$ cat src/logic/qdsl_pkg.sv
// What this block does
// - 24-bit word, MSB first, address broadcast code
// - broadcast bit loads all four input registers
// - reset rise sets zero or mid-scale
// - input registers transparent while load low
// - output registers capture on update rising edge
// - one update edge moves all channels together
// - input writes never disturb output registers
// - shift clock is select OR serial clock
// - select rising with clock low shifts once
// - controller raises select only while clock high
// - controller keeps select high during load, reset
// - shifting during load follows address bits live
// - reset leaves the shift register unchanged
// - serial output is last stage, actively driven
// - daisy chain: serial out feeds next input
// - select may stay low for single device
// - code is straight unsigned binary
`default_nettype none
package qdsl_pkg;

   // ----------------------------------------------------------------
   // serial word layout
   // ----------------------------------------------------------------
   localparam int WORD_BITS    = 24;
   localparam int CODE_BITS    = 16;
   localparam int NUM_CHAN     = 4;
   localparam int POS_CHAN_HI  = 23;
   localparam int POS_CHAN_LO  = 22;
   localparam int POS_BCAST    = 21;
   localparam int POS_CODE_MSB = 15;

   // ----------------------------------------------------------------
   // reset values
   // ----------------------------------------------------------------
   localparam logic [CODE_BITS-1:0] ZERO_SCALE = 16'h0000;
   localparam logic [CODE_BITS-1:0] MID_SCALE  = 16'h8000;

   // ----------------------------------------------------------------
   // controller register map
   // ----------------------------------------------------------------
   localparam int             ADDR_BITS = 8;
   localparam int             DATA_BITS = 32;
   localparam logic [7:0]     REG_WORD  = 8'h00;
   localparam logic [7:0]     REG_CMD   = 8'h04;
   localparam logic [7:0]     REG_STAT  = 8'h08;
   localparam logic [7:0]     REG_ECHO  = 8'h0C;
   localparam int             CMD_SHIFT = 0;
   localparam int             CMD_LOAD  = 1;
   localparam int             CMD_UPD   = 2;
   localparam int             CMD_RST   = 3;
   localparam int             CMD_RSEL  = 4;
   localparam int             STAT_BUSY = 0;
   localparam logic [31:0]    CMD_RESET_VAL = 32'h0000_0000;

   // ----------------------------------------------------------------
   // timing
   // ----------------------------------------------------------------
   localparam int CLK_PERIOD_NS  = 25;
   localparam int SCLK_HIGH_NS   = 25;
   localparam int UPD_HIGH_NS    = 150;
   // at least two cycles per half so select can rise inside the high phase
   localparam int SCLK_HALF_CYC  = ((SCLK_HIGH_NS + CLK_PERIOD_NS - 1) / CLK_PERIOD_NS) < 2 ? 2 :
                                   ((SCLK_HIGH_NS + CLK_PERIOD_NS - 1) / CLK_PERIOD_NS);
   localparam int UPD_HIGH_CYC   = (UPD_HIGH_NS + CLK_PERIOD_NS - 1) / CLK_PERIOD_NS;
   // device samples strobes through two stages plus an edge stage
   localparam int HOLD_PERIODS   = (UPD_HIGH_CYC / (2 * SCLK_HALF_CYC)) + 4;

   typedef enum logic [2:0] {
      ST_IDLE,
      ST_SHIFT,
      ST_LOAD,
      ST_UPD,
      ST_RST
   } qdsl_state_t;

endpackage : qdsl_pkg
`default_nettype wire

$ cat src/logic/qdsl_link_if.sv
`timescale 1ns/1ps
`default_nettype none
interface qdsl_link_if;
   logic sclk;
   logic sel_n;
   logic serial_in;
   logic load_n;
   logic output_update;
   logic reset_pin;
   logic reset_level_select;
   logic serial_out;

   modport dev (
      input  sclk,
      input  sel_n,
      input  serial_in,
      input  load_n,
      input  output_update,
      input  reset_pin,
      input  reset_level_select,
      output serial_out
   );

   modport host (
      output sclk,
      output sel_n,
      output serial_in,
      output load_n,
      output output_update,
      output reset_pin,
      output reset_level_select,
      input  serial_out
   );
endinterface : qdsl_link_if
`default_nettype wire

$ cat src/logic/qdsl_host.sv
// Design decisions made here: the register addresses and the strobed register port.
`timescale 1ns/1ps
`default_nettype none
module qdsl_host
   import qdsl_pkg::*;
#(
   parameter int HALF_CYC = SCLK_HALF_CYC,
   parameter int HOLD     = HOLD_PERIODS
)(
   input  wire logic                 i_clk,
   input  wire logic                 i_sys_rst,
   input  wire logic [ADDR_BITS-1:0] i_addr,
   input  wire logic [DATA_BITS-1:0] i_wdata,
   input  wire logic                 i_wr,
   input  wire logic                 i_rd,
   output logic      [DATA_BITS-1:0] o_rdata,
   qdsl_link_if.host                 link
);

   // ----------------------------------------------------------------
   // registers and pins
   // ----------------------------------------------------------------
   qdsl_state_t          state_reg,   state_next;
   logic [3:0]           pend_reg,    pend_next;
   logic [WORD_BITS-1:0] word_reg,    word_next;
   logic [WORD_BITS-1:0] echo_reg,    echo_next;
   logic                 rsel_reg,    rsel_next;
   logic [7:0]           phase_reg,   phase_next;
   logic                 sclk_reg,    sclk_next;
   logic [4:0]           bit_reg,     bit_next;
   logic [7:0]           hold_reg,    hold_next;
   logic                 sel_n_reg,   sel_n_next;
   logic                 ser_in_reg,  ser_in_next;
   logic                 load_n_reg,  load_n_next;
   logic                 upd_reg,     upd_next;
   logic                 rpin_reg,    rpin_next;
   logic [DATA_BITS-1:0] rdata_reg,   rdata_next;
   logic                 so_s1_reg;
   logic                 so_s2_reg;
   logic                 wrap;
   logic                 rise_evt;
   logic                 fall_evt;
   logic                 busy;
   logic                 active;

   assign wrap     = (phase_reg == 8'(HALF_CYC - 1));
   assign rise_evt = wrap & ~sclk_reg;
   assign fall_evt = wrap & sclk_reg;
   assign busy     = (state_reg != ST_IDLE);
   assign active   = (hold_reg < 8'(HOLD));

   function automatic qdsl_state_t pick(input logic [3:0] p);
      if (p[CMD_SHIFT])     pick = ST_SHIFT;
      else if (p[CMD_LOAD]) pick = ST_LOAD;
      else if (p[CMD_UPD])  pick = ST_UPD;
      else if (p[CMD_RST])  pick = ST_RST;
      else                  pick = ST_IDLE;
   endfunction : pick

   // ----------------------------------------------------------------
   // next state
   // ----------------------------------------------------------------
   always_comb begin
      state_next  = state_reg;
      pend_next   = pend_reg;
      word_next   = word_reg;
      echo_next   = echo_reg;
      rsel_next   = rsel_reg;
      bit_next    = bit_reg;
      hold_next   = hold_reg;
      sel_n_next  = sel_n_reg;
      ser_in_next = ser_in_reg;
      load_n_next = 1'b1;
      upd_next    = 1'b1;
      rpin_next   = 1'b0;
      rdata_next  = '0;
      // sclk runs free so the device can sample strobes
      phase_next  = wrap ? 8'h00 : phase_reg + 8'h01;
      sclk_next   = wrap ? ~sclk_reg : sclk_reg;

      if (i_rd) begin
         unique case (i_addr)
            REG_WORD: rdata_next = 32'(word_reg);
            REG_CMD:  rdata_next = 32'(rsel_reg) << CMD_RSEL;
            REG_STAT: rdata_next = 32'(busy) << STAT_BUSY;
            REG_ECHO: rdata_next = 32'(echo_reg);
            default:  rdata_next = '0;
         endcase
      end
      // writes while busy are dropped
      if (i_wr && !busy) begin
         if (i_addr == REG_WORD) begin
            word_next = i_wdata[WORD_BITS-1:0];
         end else if (i_addr == REG_CMD) begin
            pend_next  = i_wdata[CMD_RST:CMD_SHIFT];
            rsel_next  = i_wdata[CMD_RSEL];
            state_next = pick(i_wdata[CMD_RST:CMD_SHIFT]);
            bit_next   = 5'h00;
            hold_next  = 8'h00;
         end
      end

      unique case (state_reg)
         ST_IDLE: begin
         end
         ST_SHIFT: begin
            // data changes on the falling edge, device takes it on rise
            if (fall_evt && bit_reg < 5'(WORD_BITS)) begin
               sel_n_next  = 1'b0;
               ser_in_next = word_reg[5'(WORD_BITS - 1) - bit_reg];
            end
            if (rise_evt && !sel_n_reg) begin
               bit_next  = bit_reg + 5'h01;
               echo_next = {echo_reg[WORD_BITS-2:0], so_s2_reg};
            end
            // one cycle into the high phase, so the OR gate sees no edge
            if (bit_reg == 5'(WORD_BITS) && sclk_reg && !wrap) begin
               sel_n_next = 1'b1;
               pend_next  = pend_reg & ~(4'h1 << CMD_SHIFT);
               state_next = pick(pend_reg & ~(4'h1 << CMD_SHIFT));
            end
         end
         ST_LOAD, ST_UPD, ST_RST: begin
            // select stays high through these pulses
            if (state_reg == ST_LOAD) load_n_next = ~active;
            if (state_reg == ST_UPD)  upd_next    = ~active;
            if (state_reg == ST_RST)  rpin_next   = active;
            if (rise_evt) begin
               hold_next = hold_reg + 8'h01;
               if (hold_reg == 8'(2 * HOLD - 1)) begin
                  hold_next  = 8'h00;
                  pend_next  = pend_reg & ~(4'h1 << (int'(state_reg) - int'(ST_SHIFT)));
                  state_next = pick(pend_reg & ~(4'h1 << (int'(state_reg) - int'(ST_SHIFT))));
               end
            end
         end
      endcase
   end

   // ----------------------------------------------------------------
   // registers
   // ----------------------------------------------------------------
   always_ff @(posedge i_clk or posedge i_sys_rst) begin
      if (i_sys_rst) begin
         state_reg  <= ST_IDLE;
         pend_reg   <= 4'h0;
         word_reg   <= '0;
         echo_reg   <= '0;
         rsel_reg   <= CMD_RESET_VAL[CMD_RSEL];
         phase_reg  <= 8'h00;
         sclk_reg   <= 1'b0;
         bit_reg    <= 5'h00;
         hold_reg   <= 8'h00;
         sel_n_reg  <= 1'b1;
         ser_in_reg <= 1'b0;
         load_n_reg <= 1'b1;
         upd_reg    <= 1'b1;
         rpin_reg   <= 1'b0;
         rdata_reg  <= '0;
         so_s1_reg  <= 1'b0;
         so_s2_reg  <= 1'b0;
      end else begin
         state_reg  <= state_next;
         pend_reg   <= pend_next;
         word_reg   <= word_next;
         echo_reg   <= echo_next;
         rsel_reg   <= rsel_next;
         phase_reg  <= phase_next;
         sclk_reg   <= sclk_next;
         bit_reg    <= bit_next;
         hold_reg   <= hold_next;
         sel_n_reg  <= sel_n_next;
         ser_in_reg <= ser_in_next;
         load_n_reg <= load_n_next;
         upd_reg    <= upd_next;
         rpin_reg   <= rpin_next;
         rdata_reg  <= rdata_next;
         so_s1_reg  <= link.serial_out;
         so_s2_reg  <= so_s1_reg;
      end
   end

   assign o_rdata                 = rdata_reg;
   assign link.sclk               = sclk_reg;
   assign link.sel_n              = sel_n_reg;
   assign link.serial_in          = ser_in_reg;
   assign link.load_n             = load_n_reg;
   assign link.output_update      = upd_reg;
   assign link.reset_pin          = rpin_reg;
   assign link.reset_level_select = rsel_reg;

endmodule : qdsl_host
`default_nettype wire

$ cat src/flat_wrapper.sv
// flat-port wrapper written by rule: the top's interface ports become plain ports
module qdsl_host_flat import qdsl_pkg::*;
#(
   parameter int HALF_CYC = SCLK_HALF_CYC,
   parameter int HOLD     = HOLD_PERIODS
)
  (i_clk, i_sys_rst, i_addr, i_wdata, i_wr, i_rd, o_rdata, link_sclk, link_sel_n, link_serial_in, link_load_n, link_output_update, link_reset_pin, link_reset_level_select, link_serial_out);
  qdsl_link_if link_i ();
  input  wire logic i_clk;
  input  wire logic i_sys_rst;
  input  wire logic [ADDR_BITS-1:0] i_addr;
  input  wire logic [DATA_BITS-1:0] i_wdata;
  input  wire logic i_wr;
  input  wire logic i_rd;
  output logic      [DATA_BITS-1:0] o_rdata;
  output wire logic [$bits(link_i.sclk)-1:0] link_sclk;
  output wire logic [$bits(link_i.sel_n)-1:0] link_sel_n;
  output wire logic [$bits(link_i.serial_in)-1:0] link_serial_in;
  output wire logic [$bits(link_i.load_n)-1:0] link_load_n;
  output wire logic [$bits(link_i.output_update)-1:0] link_output_update;
  output wire logic [$bits(link_i.reset_pin)-1:0] link_reset_pin;
  output wire logic [$bits(link_i.reset_level_select)-1:0] link_reset_level_select;
  input wire logic [$bits(link_i.serial_out)-1:0] link_serial_out;
  assign link_sclk = link_i.sclk;
  assign link_sel_n = link_i.sel_n;
  assign link_serial_in = link_i.serial_in;
  assign link_load_n = link_i.load_n;
  assign link_output_update = link_i.output_update;
  assign link_reset_pin = link_i.reset_pin;
  assign link_reset_level_select = link_i.reset_level_select;
  assign link_i.serial_out = link_serial_out;
  qdsl_host #(.HALF_CYC(HALF_CYC), .HOLD(HOLD)) u_core (.i_clk(i_clk), .i_sys_rst(i_sys_rst), .i_addr(i_addr), .i_wdata(i_wdata), .i_wr(i_wr), .i_rd(i_rd), .o_rdata(o_rdata), .link(link_i));
endmodule
$ cat config.mk
export PLATFORM = sky130hd
export DESIGN_NAME = qdsl_host_flat
export DESIGN_NICKNAME = d
export VERILOG_FILES = /design/src/logic/qdsl_pkg.sv /design/src/logic/qdsl_link_if.sv /design/src/logic/qdsl_host.sv /design/src/flat_wrapper.sv
export SDC_FILE = /design/constraint.sdc
export NUM_CORES = 1
export LEC_CHECK = 0
export BUFFER_PORTS_ARGS = -buffer_cell sky130_fd_sc_hd__buf_2
export CAP_MARGIN = 20
export CORE_MARGIN = 1.5
export CORE_UTILIZATION = 60
export DETAILED_ROUTE_END_ITERATION = 10
export PLACE_DENSITY = 0.94
export SYNTH_ARGS = -nofsm -noshare
export SYNTH_HDL_FRONTEND = slang
export SYNTH_SLANG_ARGS = --single-unit
$ cat constraint.sdc
create_clock -name i_clk -period 8.45 [get_ports i_clk]
set_input_delay 0.845 -clock i_clk [delete_from_list [all_inputs] [get_ports i_clk]]
set_output_delay 0.845 -clock i_clk [all_outputs]
set_load 0.02 [all_outputs]
# Yosys cells after proc, flatten, opt, wreduce, memory -nomap -nowiden
# Cells that the tools add are included.
op_classes:
  n_addsub: 5
  magnitude_cmp: 3
  bitwise: 7
  shift: 1
  eq_ne: 11
  mul: 0
  muxes: 49
  n_reduce_logical: 17
  div: 0
op_table:
  columns: ["cell", "n"]
  rows:
  - ["case mux 24 bit (4 select lines)", 1]
  - ["two-way mux 8 bit", 7]
  - ["two-way mux 3 bit", 17]
  - ["left shift 1 x 32 -> 4 bit, first input constant", 1]
  - ["two-way mux 5 bit", 5]
  - ["equality test 8 x 4 -> 1 bit, second input constant", 3]
  - ["two-way mux 24 bit", 1]
  - ["two-way mux 4 bit", 6]
  - ["adder 8 x 1 -> 8 bit, second input constant", 2]
  - ["two-way mux 1 bit", 9]
  - ["equality test 8 x 1 -> 1 bit, second input constant", 1]
  - ["equality test 8 x 3 -> 1 bit, second input constant", 1]
  - ["logical NOT 8 bit", 1]
  - ["less-than comparator 8 x 3 -> 1 bit, second input constant", 1]
  - ["case mux 4 bit (2 select lines)", 1]
  - ["AND reduction 2 bit", 4]
  - ["equality test 3 x 2 -> 1 bit, second input constant", 2]
  - ["less-than comparator 5 x 6 -> 1 bit, second input constant", 1]
  - ["case mux 3 bit (2 select lines)", 1]
  - ["adder 5 x 1 -> 5 bit, second input constant", 1]
  - ["binary-select mux 1 bit (select 5 bit)", 1]
  - ["equality test 5 bit, second input constant", 1]
  - ["logical AND 1 bit", 5]
  - ["less-than comparator 5 bit, second input constant", 1]
  - ["other kinds (14)", 19]
word_totals:
  ram_bits: 0
  output_inout_bits: 39
  latch_bits: 0
  memories: 0
  mem_bits_ro: 0
  regBits: 117

# Logic depth before layout (Yosys ltp)
# Gate-level depths: netlist of run 1.
logic_depth:
  ltp_word: 11
  mapped_depth: 9

# Worst setup path before layout of run 1
# OpenSTA, ideal clock, no wires.
synth_path:
  path_type: "input to register"
  startpoint: "input port i_addr[2]"
  endpoint: "register u_core.state_reg[2]"
  path_slack_ns: 6.058
  t_arrival_ns: 2.324
  required_time_ns: 8.383
  n_path_buf: 1
  path_stages: 6
  cell_sequence: "clkbuf_1 nor2b_1 nand4_1 or4b_2 a21oi_1 a311o_1"
synth_via:
  elab_chain_len: 7
  elab_cells_between_ends: 9
synth_rtl:
  columns: ["element", "line", "rtl"]
  rows:
  - ["from (decl)", "flat_wrapper.sv:11", "input wire logic [ADDR_BITS-1:0] i_addr;"]
  - ["equality test 8 x 3 -> 1 bit", "qdsl_host.sv:94", "end else if (i_addr == REG_CMD) begin"]
  - ["two-way mux 3 bit", "qdsl_host.sv:94", null]
  - ["two-way mux 3 bit (*)", "qdsl_host.sv:92", "if (i_addr == REG_WORD) begin"]
  - ["two-way mux 3 bit (*)", "qdsl_host.sv:91", "if (i_wr && !busy) begin"]
  - ["two-way mux 3 bit", "qdsl_host.sv:130", "if (hold_reg == 8'(2 * HOLD - 1)) begin"]
  - ["two-way mux 3 bit", "qdsl_host.sv:128", "if (rise_evt) begin"]
  - ["case mux 3 bit (2 select lines) (*)", "qdsl_host.sv:103", "unique case (state_reg)"]
  - ["net u_core.state_next[2]", "qdsl_host.sv:23", "qdsl_state_t state_reg, state_next;"]
  - ["to (signal assigned)", "qdsl_host.sv:163", "state_reg <= state_next;"]
  - ["to (decl)", "qdsl_host.sv:23", null]
# The timed path passes the listed nets; every way through them passes the cells marked *.
# A chain may end at the register's enable or synchronous reset.

# Final worst setup path of run 1
layout_path:
  startpoint: "register u_core.state_reg[0]"
  endpoint: "register u_core.state_reg[2]"
layout_via:
  elab_chain_len: 11
  elab_cells_between_ends: 21
layout_rtl:
  columns: ["element", "line", "rtl"]
  rows:
  - ["subtractor 3 x 1 -> 4 bit", "qdsl_host.sv:133", "state_next = pick(pend_reg & ~(4'h1 << (int'(state_reg) - int'(ST_SHIFT))));"]
  - ["left shift 1 x 32 -> 4 bit", "qdsl_host.sv:133", null]
  - ["NOT 4 bit", "qdsl_host.sv:133", null]
  - ["bitwise AND 4 bit", "qdsl_host.sv:133", null]
  - ["two-way mux 3 bit", "qdsl_host.sv:56", "else if (p[CMD_RST]) pick = ST_RST;"]
  - ["two-way mux 3 bit", "qdsl_host.sv:55", "else if (p[CMD_UPD]) pick = ST_UPD;"]
  - ["two-way mux 3 bit", "qdsl_host.sv:54", "else if (p[CMD_LOAD]) pick = ST_LOAD;"]
  - ["two-way mux 3 bit", "qdsl_host.sv:53", "if (p[CMD_SHIFT]) pick = ST_SHIFT;"]
  - ["two-way mux 3 bit", "qdsl_host.sv:130", null]
  - ["two-way mux 3 bit", "qdsl_host.sv:128", null]
  - ["case mux 3 bit (2 select lines) (*)", "qdsl_host.sv:103", null]
  - ["net u_core.state_next[2]", "qdsl_host.sv:23", null]
# Marked as above.

==> qor.csv, run 1 <==
stage;metric;value;unit
run_status;outcome;completed;
clock_tree;path_clk_slew;110;ps
routing;drtIter0Drc;292;
power;power_density;149;nW/µm²
place;hpwl;7.82;mm
setup_path;cp.arrival;3200;ps
synthesis;ys_top_cells_by_area;dfrtp_1 (51%), nand2_1 (6.7%), mux2_2 (6.3%), a22oi_1 (3.9%), ha_1 (3.1%);
grt;gr-total-overflow;0;
power;finalPower;0.861;mW
sta;finalSetupViolations;0;
routing;final_antenna_net_count;0;
setup_path;endpoint_kind;flop;
grt;antenna_found_initial;0;
setup_path;cp_max_fo;15;
setup_path;criticalPathCategory;reg -> reg;
clock_tree;htreeDepth;3;
setup_path;max_stage_delay;840;ps
clock_tree;clk_path_buf_depth;2;
place;portBuffers;67;
final_layout;nNetsFinal;616;
synthesis;synthFlopType;dfrtp_1;
floorplanning;die_x;95.9;µm
flow_run;cap_violations;0;
routing;viasPerCell;6.11;
routing;drcViolationCount;0;
synthesis;ys_seq_area_share;52.8;%
routing;vias;4079;
sta;skew;13.4;ps
synthesis;yosysUniqueCellTypes;59;
clock_tree;cts_buffers;9;
setup_path;start_kind;flop;
sta;finalCriticalPeriod;2890;ps
synthesis;synth-seq-cells;109;
clock_tree;cts_sinks;109;
synthesis;ys_async_sr_fraction;100;%
floorplanning;die_height;95.9;µm
sta;fin_tns_setup;0;ps
clock_tree;cts_root_buffer;clkbuf_8;
final_layout;diodes;0;
power;leakage;2.97;nW
clock_tree;post_cts_buffers;0;
sta;fmax;0.346;GHz
final_layout;fillers;560;
synthesis;postSynthAreaPerCell;10.4;µm²
floorplanning;rows;33;
setup_path;crit_slowest_cell;or4b_2;
grt;grt_pass1_vias;4059;
final_layout;drive_gt1_share;24.7;%
place;place_congestion;0.907;
routing;routed_wl;11.8;mm
sta;tightest_slew;1030;ps
synthesis;synth_warnings;0;
synthesis;yosysTopAreaCell;dfrtp_1;
clock_tree;cts_resized;0;
min_path;hold_path.class;reg -> reg;
power;peakVddDrop;102;µV
synthesis;netlist_instances;498;
clock_tree;cts_tree;yes;
setup_path;cp.required;8760;ps
setup_path;path_cells;inv_1, ha_1, and3b_1, nand4_1, or4b_2, a21oi_1, a311o_1;
grt;grtUsageTotal;27.6;%
grt;grt_max_degree;63;
sta;rsz0062_at_grt;false;
floorplanning;coreArea;8300;µm²
floorplanning;die-area;9190;µm²
sta;slew_headroom;30.8;%
routing;dr.pass1.iters;6;
sta;finalHoldViolations;0;
clock_tree;postCtsHoldBufs;0;
synthesis;synth_edf_count;0;
routing;detail_route.wl_per_cell;17.6;µm
grt;grt_pass1_wl;19.3;mm
sta;fin_crit_sh;34.2;%
sta;worst_slack;5560;ps
synthesis;synth_area;5170;µm²
sta;final_max_slew_viol_count;0;
floorplanning;start_util;62.3;%
place;pre_cts_ws;5140;ps
final_layout;area_growth;11.9;%
clock_tree;worstSkewPairLatency;380;ps
synthesis;yosysTopAreaCellShare;51.3;%
floorplanning;ios;84;
[cell type report]
type | count | area (µm²) | area share [%]
sequential | 109 | 2730 | 47.2
multi-input combinational | 345 | 2240 | 38.7
timing repair buffer | 74 | 415 | 7.18
clock buffer | 10 | 138 | 2.38
tap | 105 | 131 | 2.27
inverter | 19 | 73.8 | 1.28
clock inverter | 6 | 60.1 | 1.04
[final timing paths]
kind,startpoint,end,slack (ps),cells past startpoint
max,u_core.state_reg[0],u_core.state_reg[2],5560,7
min,u_core.so_s1_reg,u_core.so_s2_reg,370,0
max reg2reg,u_core.state_reg[0],u_core.state_reg[2],5560,7
min reg2reg,u_core.so_s1_reg,u_core.so_s2_reg,370,0
max in group asynchronous,i_sys_rst,u_core.bit_reg[3],6730,3
min in group asynchronous,i_sys_rst,u_core.o_rdata[1],530,2
[where the power goes]
group          internal [mW]  switching (mW)
sequential             0.522        0.000135
clock                  0.123           0.189
combinational        0.00740          0.0195
total                  0.652           0.209
[critical path: cells and delay by family, from the launching register on]
kind / cells / cell delay (ps)
flip-flops: 1 / 430
AND/OR/NAND/NOR: 3 / 1700
buffers and inverters: 1 / 150
adder cells (fa/ha/maj): 1 / 250
AO/OA/AOI/OAI: 2 / 300
[cell usage after synthesis, drive strengths merged, types with 2 or more instances]
| library cell | instances |
|---|---|
| nand2b | 2 |
| nor2 | 38 |
| a2111oi | 2 |
| dfrtp | 106 |
| inv | 19 |
| and3 | 8 |
| ha | 13 |
| or4b | 2 |
| a21oi | 9 |
| and2 | 3 |
| nand3 | 21 |
| a22oi | 27 |
| nor2b | 5 |
| dfstp | 3 |
| xor2 | 3 |
| a22o | 4 |
| o311ai | 3 |
| mux4 | 3 |
| or3 | 4 |
| or4 | 2 |
| nand2 | 92 |
| o22ai | 3 |
| clkbuf | 15 |
| nand3b | 3 |
| nor3b | 2 |
| mux2i | 8 |
| o21ai | 14 |
| buf | 17 |
| mux2 | 29 |
| nor3 | 6 |
| nor4 | 7 |
| xnor2 | 8 |
[through the flow]
stage	utilization [%]	hold WS [ps]	instances	instance area (µm²)
2_1_floorplan	-	331	505	5200
3_3_place_gp	66.8	334	650	5550
3_5_place_dp	66.8	345	650	5550
4_1_cts	69.2	367	666	5750
5_1_grt	69.7	377	668	5790
6_report	69.7	373	668	5790
[logic make-up (layout without fill, tap and decap cells)]
logic type               Yosys count  after routing  synth area share [%]
AO/OA/AOI/OAI                     73             73                  10.1
flip-flops                       109            109                  52.8
buffers and inverters             51            109                  4.62
XOR/XNOR                          11             11                  1.86
AND/OR/NAND/NOR                  200            200                  18.3
other                              1              8                0.0725
adder cells (fa/ha/maj)           13             13                  3.14
multiplexers                      40             40                  9.17
[placed cells by master (no fill, tap or decap), drive strengths merged, types with 2 or more instances in the layout]
cell,n
or4,2
ha,13
dfstp,3
nand3,21
and3,8
conb,8
or3,4
xnor2,8
o311ai,3
nand3b,3
inv,23
clkbuf,10
a22o,4
o21ai,14
a21oi,9
nand2b,2
buf,74
or4b,2
dfrtp,106
mux2i,8
a2111oi,2
nor3b,2
and2,3
nor3,6
mux2,29
nor2b,5
mux4,3
nor4,7
nor2,38
nand2,92
o22ai,3
a22oi,27
clkinv,2
xor2,3
[routing by layer]
metal	vias up	routed length, µm	global-route usage (%)
met5	-	0	0
met4	0	345	12.6
met2	173	5960	44.8
met3	29	692	5.06
met1	2050	4790	36.3
li1	1827	-	-
Note: power is estimated with default switching activity, not from simulation.
==> inputs of run 2 (changes only) <==
Settings changed: CORE_UTILIZATION 60 to 56, PLACE_DENSITY 0.94 to 0.89.
Clock period 8.45 ns to 2.8 ns, I/O delays scaled along.
==> run 2 against run 1 <==
Clock skew about the same. Count of clock-buffer cells in the layout did not move. First-iteration DRC count fell by 13%. Combinational power rose to 3.2 times the previous value. Setup slack lost 5300 ps. Critical path depth unchanged. Power rose to 3.0 times the previous value. Non-clock buffer count rose by 7. Critical endpoint is now u_core.pend_reg[3]. Largest power group unchanged.
==> qor.csv, run 2 (same netlist as run 1, synthesis figures left out) <==
stage;metric;value;unit;change
run_status;outcome;completed;;unchanged
clock_tree;cts_root_buffer;clkbuf_8;;unchanged
final_layout;drive_gt1_share;25.4;%;was 24.7%
grt;grt_pass1_vias;4154;;was 4059
routing;viasPerCell;5.87;;was 6.11
floorplanning;die_height;99.1;µm;was 95.9 µm
final_layout;final_cells;678;;was 668
floorplanning;coreArea;8850;µm²;was 8300 µm²
floorplanning;die_x;99.1;µm;was 95.9 µm
sta;fin_crit_sh;90.9;%;was 34.2%
routing;vias;3978;;was 4079
clock_tree;post_cts_buffers;0;;unchanged
sta;finalSetupViolations;0;;unchanged
final_layout;final_cell_mix;dfrtp_1 (106), nand2_1 (92), buf_2 (67);;unchanged
clock_tree;worstSkewPairLatency;380;ps;about the same
final_layout;fillers;675;;was 560
sta;rsz0062_at_grt;false;;unchanged
setup_path;path_cells;inv_1, ha_1, nand3b_1, a211oi_2, o22a_2, o21ai_0, or3_1;;was inv_1, ha_1, and3b_1, nand4_1, or4b_2, a21oi_1, a311o_1
final_layout;area_growth;12.8;%;was 11.9%
flow_run;cap_violations;0;;unchanged
routing;dr.pass1.iters;4;;was 6
place;place_congestion;0.917;;was 0.907
min_path;hold_path.class;in -> async;;was reg -> reg
clock_tree;path_clk_slew;110;ps;about the same
grt;busiest_layer;met2;;unchanged
place;dp.cells;661;;was 650
power;leakage;2.99;nW;was 2.97 nW
sta;skew;13.7;ps;was 13.4 ps
place;portBuffers;67;;unchanged
routing;drtIter0Drc;255;;was 292
power;peakVddDrop;303;µV;was 102 µV
sta;fin_tns_setup;0;ps;unchanged
power;p_comb_share;3.3;%;was 3.1%
setup_path;cp_max_fo;10;;was 15
grt;grt.met3_usage;3.72;%;was 5.06%
sta;final_max_slew_viol_count;0;;unchanged
setup_path;crit_slowest_cell;a211oi_2;;was or4b_2
final_layout;nNetsFinal;623;;was 616
setup_path;crit_family;compound AO/OA/AOI/OAI gates;;was simple AND/OR/NAND/NOR gates
routing;detail_route.wl_per_cell;17.4;µm;was 17.6 µm
clock_tree;cts_sinks;109;;unchanged
floorplanning;ios;84;;unchanged
floorplanning;die-area;9820;µm²;was 9190 µm²
place;hpwl;8.10;mm;was 7.82 mm
grt;grt_pass1_wl;19.5;mm;was 19.3 mm
clock_tree;cts_buffers;9;;unchanged
final_layout;diodes;0;;unchanged
routing;final_antenna_net_count;0;;unchanged
sta;finalCriticalPeriod;2550;ps;was 2890 ps
sta;slew_headroom;43.3;%;was 30.8%
power;swShare;24.6;%;was 24.3%
power;p_int;1.97;mW;was 0.652 mW
power;pwr-share-seq;60.2;%;was 60.6%
clock_tree;cts_tree;yes;;unchanged
setup_path;cp.arrival;2810;ps;was 3200 ps
setup_path;max_stage_delay;650;ps;was 840 ps
power;power_density;449;nW/µm²;was 149 nW/µm²
sta;finalHoldViolations;0;;unchanged
routing;routed_wl;11.8;mm;about the same
setup_path;cp.required;3060;ps;was 8760 ps
clock_tree;clk_path_buf_depth;2;;unchanged
setup_path;criticalPathCategory;reg -> reg;;unchanged
final_layout;layout_commonest_cell;dfrtp_1;;unchanged
sta;tightest_slew;848;ps;was 1030 ps
grt;antenna_found_initial;0;;unchanged
grt;grt_max_degree;51;;was 63
clock_tree;htreeDepth;3;;unchanged
grt;gr-total-overflow;0;;unchanged
floorplanning;rows;34;;was 33
floorplanning;start_util;58.5;%;was 62.3%
routing;drcViolationCount;0;;unchanged
power;switchingPower;0.645;mW;was 0.209 mW
grt;grtUsageTotal;25.4;%;was 27.6%
setup_path;endpoint_kind;flop;;unchanged
setup_path;start_kind;flop;;unchanged
setup_path;path_buf_inv;1;;unchanged
sta;fmax;0.393;GHz;was 0.346 GHz
grt;grtUsageMet2;43.1;%;was 44.8%
power;p_clk_share;36.6;%;was 36.3%
grt;met1_usage;31.7;%;was 36.3%
## run 2: path summary, 6_finish.rpt
path / startpoint / to / slack (ps) / cells past startpoint
hold reg to reg: u_core.so_s1_reg / u_core.so_s2_reg / 360 / 0
hold / removal: i_sys_rst / u_core.state_reg[0] / 50 / 2
setup reg to reg: u_core.state_reg[1] / u_core.pend_reg[3] / 250 / 7
max in group asynchronous: i_sys_rst / u_core.link.load_n / 1910 / 3
setup / recovery: u_core.state_reg[1] / u_core.pend_reg[3] / 250 / 7
min in group i_clk: i_wdata[15] / u_core.word_reg[15] / 120 / 2
## run 2: repair_timing
action | CTS | global route
hold buffers | 1 | 0
gates resized for setup | 0 | 0
hold endpoints to repair | 1 | 0
## run 2: per-layer routing
metal  wire (µm)  part of all wire (%)  vias to the layer above
met1        4810                    41                     1962
met5           0                     0                        -
met4         306                   2.6                        0
met2        6140                    52                      144
met3         576                   4.9                       29
li1            -                     -                     1843
## run 2: worst reg2reg max path: cells and delay by family, from the launching register on
family | cells | cell delay (ps)
adders and majority gates | 1 | 270
buffers and inverters | 1 | 140
AOI/OAI and AO/OA | 3 | 1110
and+or+nand+nor | 2 | 480
DFF | 1 | 430
## run 2: power by group through the flow
stage,combinational (mW),clock [mW],sequential [mW]
after floorplan,0.0510,0,1.61
after global placement,0.0840,0,1.61
after detailed placement,0.0861,0,1.61
after CTS,0.0873,0.970,1.58
after global routing,0.0971,1.03,1.58
final,0.0855,0.957,1.58
## run 2: final cells by class
class / instances / area, µm² / share of cell area, %
clock inverters: 6 / 61.3 / 1.05
well taps: 108 / 135 / 2.32
multi-input cells: 345 / 2240 / 38.4
inverters: 19 / 75.1 / 1.29
repair buffers: 81 / 455 / 7.81
clock buffers: 10 / 138 / 2.36
flip-flops and latches: 109 / 2730 / 46.8
## run 2: per-stage QoR
stage / setup WS (ps) / hold WS (ps) / utilization (%) / power, mW / area [µm²]
finish: 255 / 46.3 / 65.9 / 2.62 / 5830
global route: 139 / 121 / 65.9 / 2.70 / 5830
CTS: 287 / 73.2 / 65.9 / 2.63 / 5830
detailed placement: 308 / 336 / 63.6 / 1.69 / 5630
global placement: 409 / 334 / 63.6 / 1.69 / 5630
floorplan: 664 / 311 / - / 1.66 / 5200
==> inputs of run 3 (changes only) <==
Settings changed: CORE_UTILIZATION 56 to 51, CTS_CLUSTER_SIZE set to 14, PLACE_DENSITY 0.89 to 0.86.
Clock period 2.8 ns to 2.1 ns, I/O delays scaled along.
==> run 3 against run 2 <==
Die area is 9.5% higher. Worst hold slack gained 6.5 ps. Flip-flop and latch count did not move. Utilization fell by 0.47 points. Register-to-register slack lost 350 ps. Count of clock-buffer cells in the layout did not move. Largest power group unchanged. The flow now finishes with violations (setup timing). Maximum frequency grew 16%.
==> qor.csv, run 3 (same netlist as run 1, synthesis figures left out) <==
stage;metric;value;unit;change
final_layout;area_growth;24.3;%;was 12.8%
sta;slew_headroom;53.1;%;was 43.3%
routing;drtIter0Drc;321;;was 255
sta;finalSetupViolations;18;;was 0
clock_tree;path_clk_slew;110;ps;about the same
grt;antenna_found_initial;0;;unchanged
final_layout;design_area;6430;µm²;was 5830 µm²
final_layout;nNetsFinal;661;;was 623
power;finalPower;3.45;mW;was 2.62 mW
sta;rsz0062_at_grt;true;;was false
routing;final_antenna_net_count;0;;unchanged
place;portBuffers;67;;unchanged
sta;final_max_slew_viol_count;0;;unchanged
setup_path;endpoint_kind;flop;;unchanged
place;dp.cells;711;;was 661
run_status;outcome;complete, but fails checks;;was completed
min_path;holdPathStages;2;;
place;pre_cts_ws;-77.5;ps;was 308 ps
power;leakage;3.22;nW;was 2.99 nW
routing;vias;4393;;was 3978
sta;finalHoldViolations;0;;unchanged
clock_tree;cts_buffers;9;;unchanged
floorplanning;coreArea;9820;µm²;was 8850 µm²
clock_tree;htreeDepth;3;;unchanged
setup_path;reg2reg_depth;8;;was 7
clock_tree;cts_root_buffer;clkbuf_8;;unchanged
setup_path;cp_max_fo;8;;was 10
place;place_congestion;0.854;;was 0.917
min_path;hold_path.class;in -> reg;;was in -> async
routing;dr.pass1.iters;7;;was 4
routing;detail_route.wl_per_cell;18.7;µm;was 17.4 µm
routing;drcViolationCount;0;;unchanged
floorplanning;start_util;52.7;%;was 58.5%
sta;fin_crit_sh;104;%;was 90.9%
setup_path;criticalPathCategory;reg -> reg;;unchanged
grt;grt_max_degree;46;;was 51
power;peakVddDrop;412;µV;was 303 µV
floorplanning;rows;36;;was 34
final_layout;diodes;0;;unchanged
final_layout;drive_gt1_share;36.7;%;was 25.4%
floorplanning;ios;84;;unchanged
setup_path;start_kind;flop;;unchanged
setup_path;cp.required;2370;ps;was 3060 ps
clock_tree;clk_path_buf_depth;2;;unchanged
final_layout;fillers;711;;was 675
floorplanning;die_height;104;µm;was 99.1 µm
setup_path;r2r-start;u_core.phase_reg[1];;was u_core.state_reg[1]
clock_tree;cts_sinks;109;;unchanged
final_layout;layout_commonest_cell;dfrtp_1;;unchanged
sta;skew;6.51;ps;was 13.7 ps
sta;fin_tns_setup;-1020;ps;was 0 ps
setup_path;cp.arrival;2470;ps;was 2810 ps
routing;routed_wl;13.9;mm;was 11.8 mm
min_path;min_to;u_core.word_reg[7];;
routing;wl_met3;870;µm;was 576 µm
place;placed_area;5880;µm²;was 5630 µm²
grt;gr-total-overflow;0;;unchanged
sta;tightest_slew;703;ps;was 848 ps
clock_tree;cts_tree;yes;;unchanged
routing;top_layer;met4;;unchanged
grt;grt_pass1_vias;4126;;was 4154
routing;wl_met1;5.40;mm;was 4.81 mm
sta;finalCriticalPeriod;2190;ps;was 2550 ps
clock_tree;worstSkewPairLatency;380;ps;about the same
sta;fmax;0.456;GHz;was 0.393 GHz
floorplanning;die_x;104;µm;was 99.1 µm
min_path;min_from;i_wdata[7];;
final_layout;final_cells;741;;was 678
setup_path;r2r_end;u_core.echo_reg[14];;was u_core.pend_reg[3]
place;hpwl;8.44;mm;was 8.10 mm
grt;grtUsageTotal;23.3;%;was 25.4%
setup_path;reg2reg_slack;-90;ps;was 250 ps
sta;worst_slack;-92.4;ps;was 255 ps
grt;grt_pass1_wl;20.1;mm;was 19.5 mm
power;power_density;537;nW/µm²;was 449 nW/µm²
routing;wl_met2;7.15;mm;was 6.14 mm
routing;viasPerCell;5.93;;was 5.87
floorplanning;die-area;10800;µm²;was 9820 µm²
final_layout;final_cell_mix;dfrtp_1 (104), nand2_1 (75), buf_2 (67);;was dfrtp_1 (106), nand2_1 (92), buf_2 (67)
flow_run;cap_violations;0;;unchanged
run_status;violations;setup timing;;
run 3: metrics by stage:
stage / hold WS, ps / util (%)
after detailed placement: 325 / 59.9
final: 52.8 / 65.5
after floorplan: 241 / -
after CTS: 53.5 / 62.5
after global placement: 318 / 59.9
after global routing: 37.9 / 65.5
run 3: per-layer routing:
layer | global-route usage [%] | vias to the layer above
met4 | 8.33 | 0
met5 | 0 | -
met2 | 39.2 | 241
li1 | - | 1924
met1 | 30.5 | 2184
met3 | 3.96 | 44
run 3: final cells by class:
class	instances	area (µm²)	area share, %
Clock buffer	10	128	1.99
Sequential cell	109	2730	42.5
Timing Repair Buffer	119	828	12.9
Inverter	19	75.1	1.17
Multi-Input combinational cell	345	2440	38.0
Clock inverter	6	55.1	0.856
Tap cell	133	166	2.59
run 3: repair_timing:
action / in CTS / in global routing
hold buffers: 2 / 0
gates resized for setup: 11 / 52
pin swaps: 1 / 16
setup endpoints to repair: 8 / 36
setup buffers: 1 / 11
hold endpoints to repair: 26 / 0
run 3: worst max-delay path by stage:
stage,startpoint,to,slack (ps),cells after the start
floorplan,u_core.bit_reg[0],u_core.pend_reg[3],10,8
global placement,u_core.hold_reg[5],u_core.pend_reg[3],-9,5
detailed placement,u_core.bit_reg[0],u_core.pend_reg[1],-80,9
CTS,u_core.phase_reg[1],u_core.bit_reg[2],-2,8
global route,u_core.phase_reg[1],u_core.bit_reg[2],-180,7
finish,u_core.phase_reg[1],u_core.echo_reg[14],-90,8
run 3: worst max-delay path: stages, from the launching register on:
cell and delay [ps]:
dfrtp_1 390, inv_1 60, ha_2 170, or3b_4 420, or4b_4 610, buf_12 180, buf_12 140, nand2_4 60
nand2_2 50
run 3: report_power, final:
part | switching [mW] | total (mW) | internal, mW
registers | 0.000804 | 2.10 | 2.10
clock network | 0.772 | 1.23 | 0.458
logic | 0.0830 | 0.123 | 0.0400
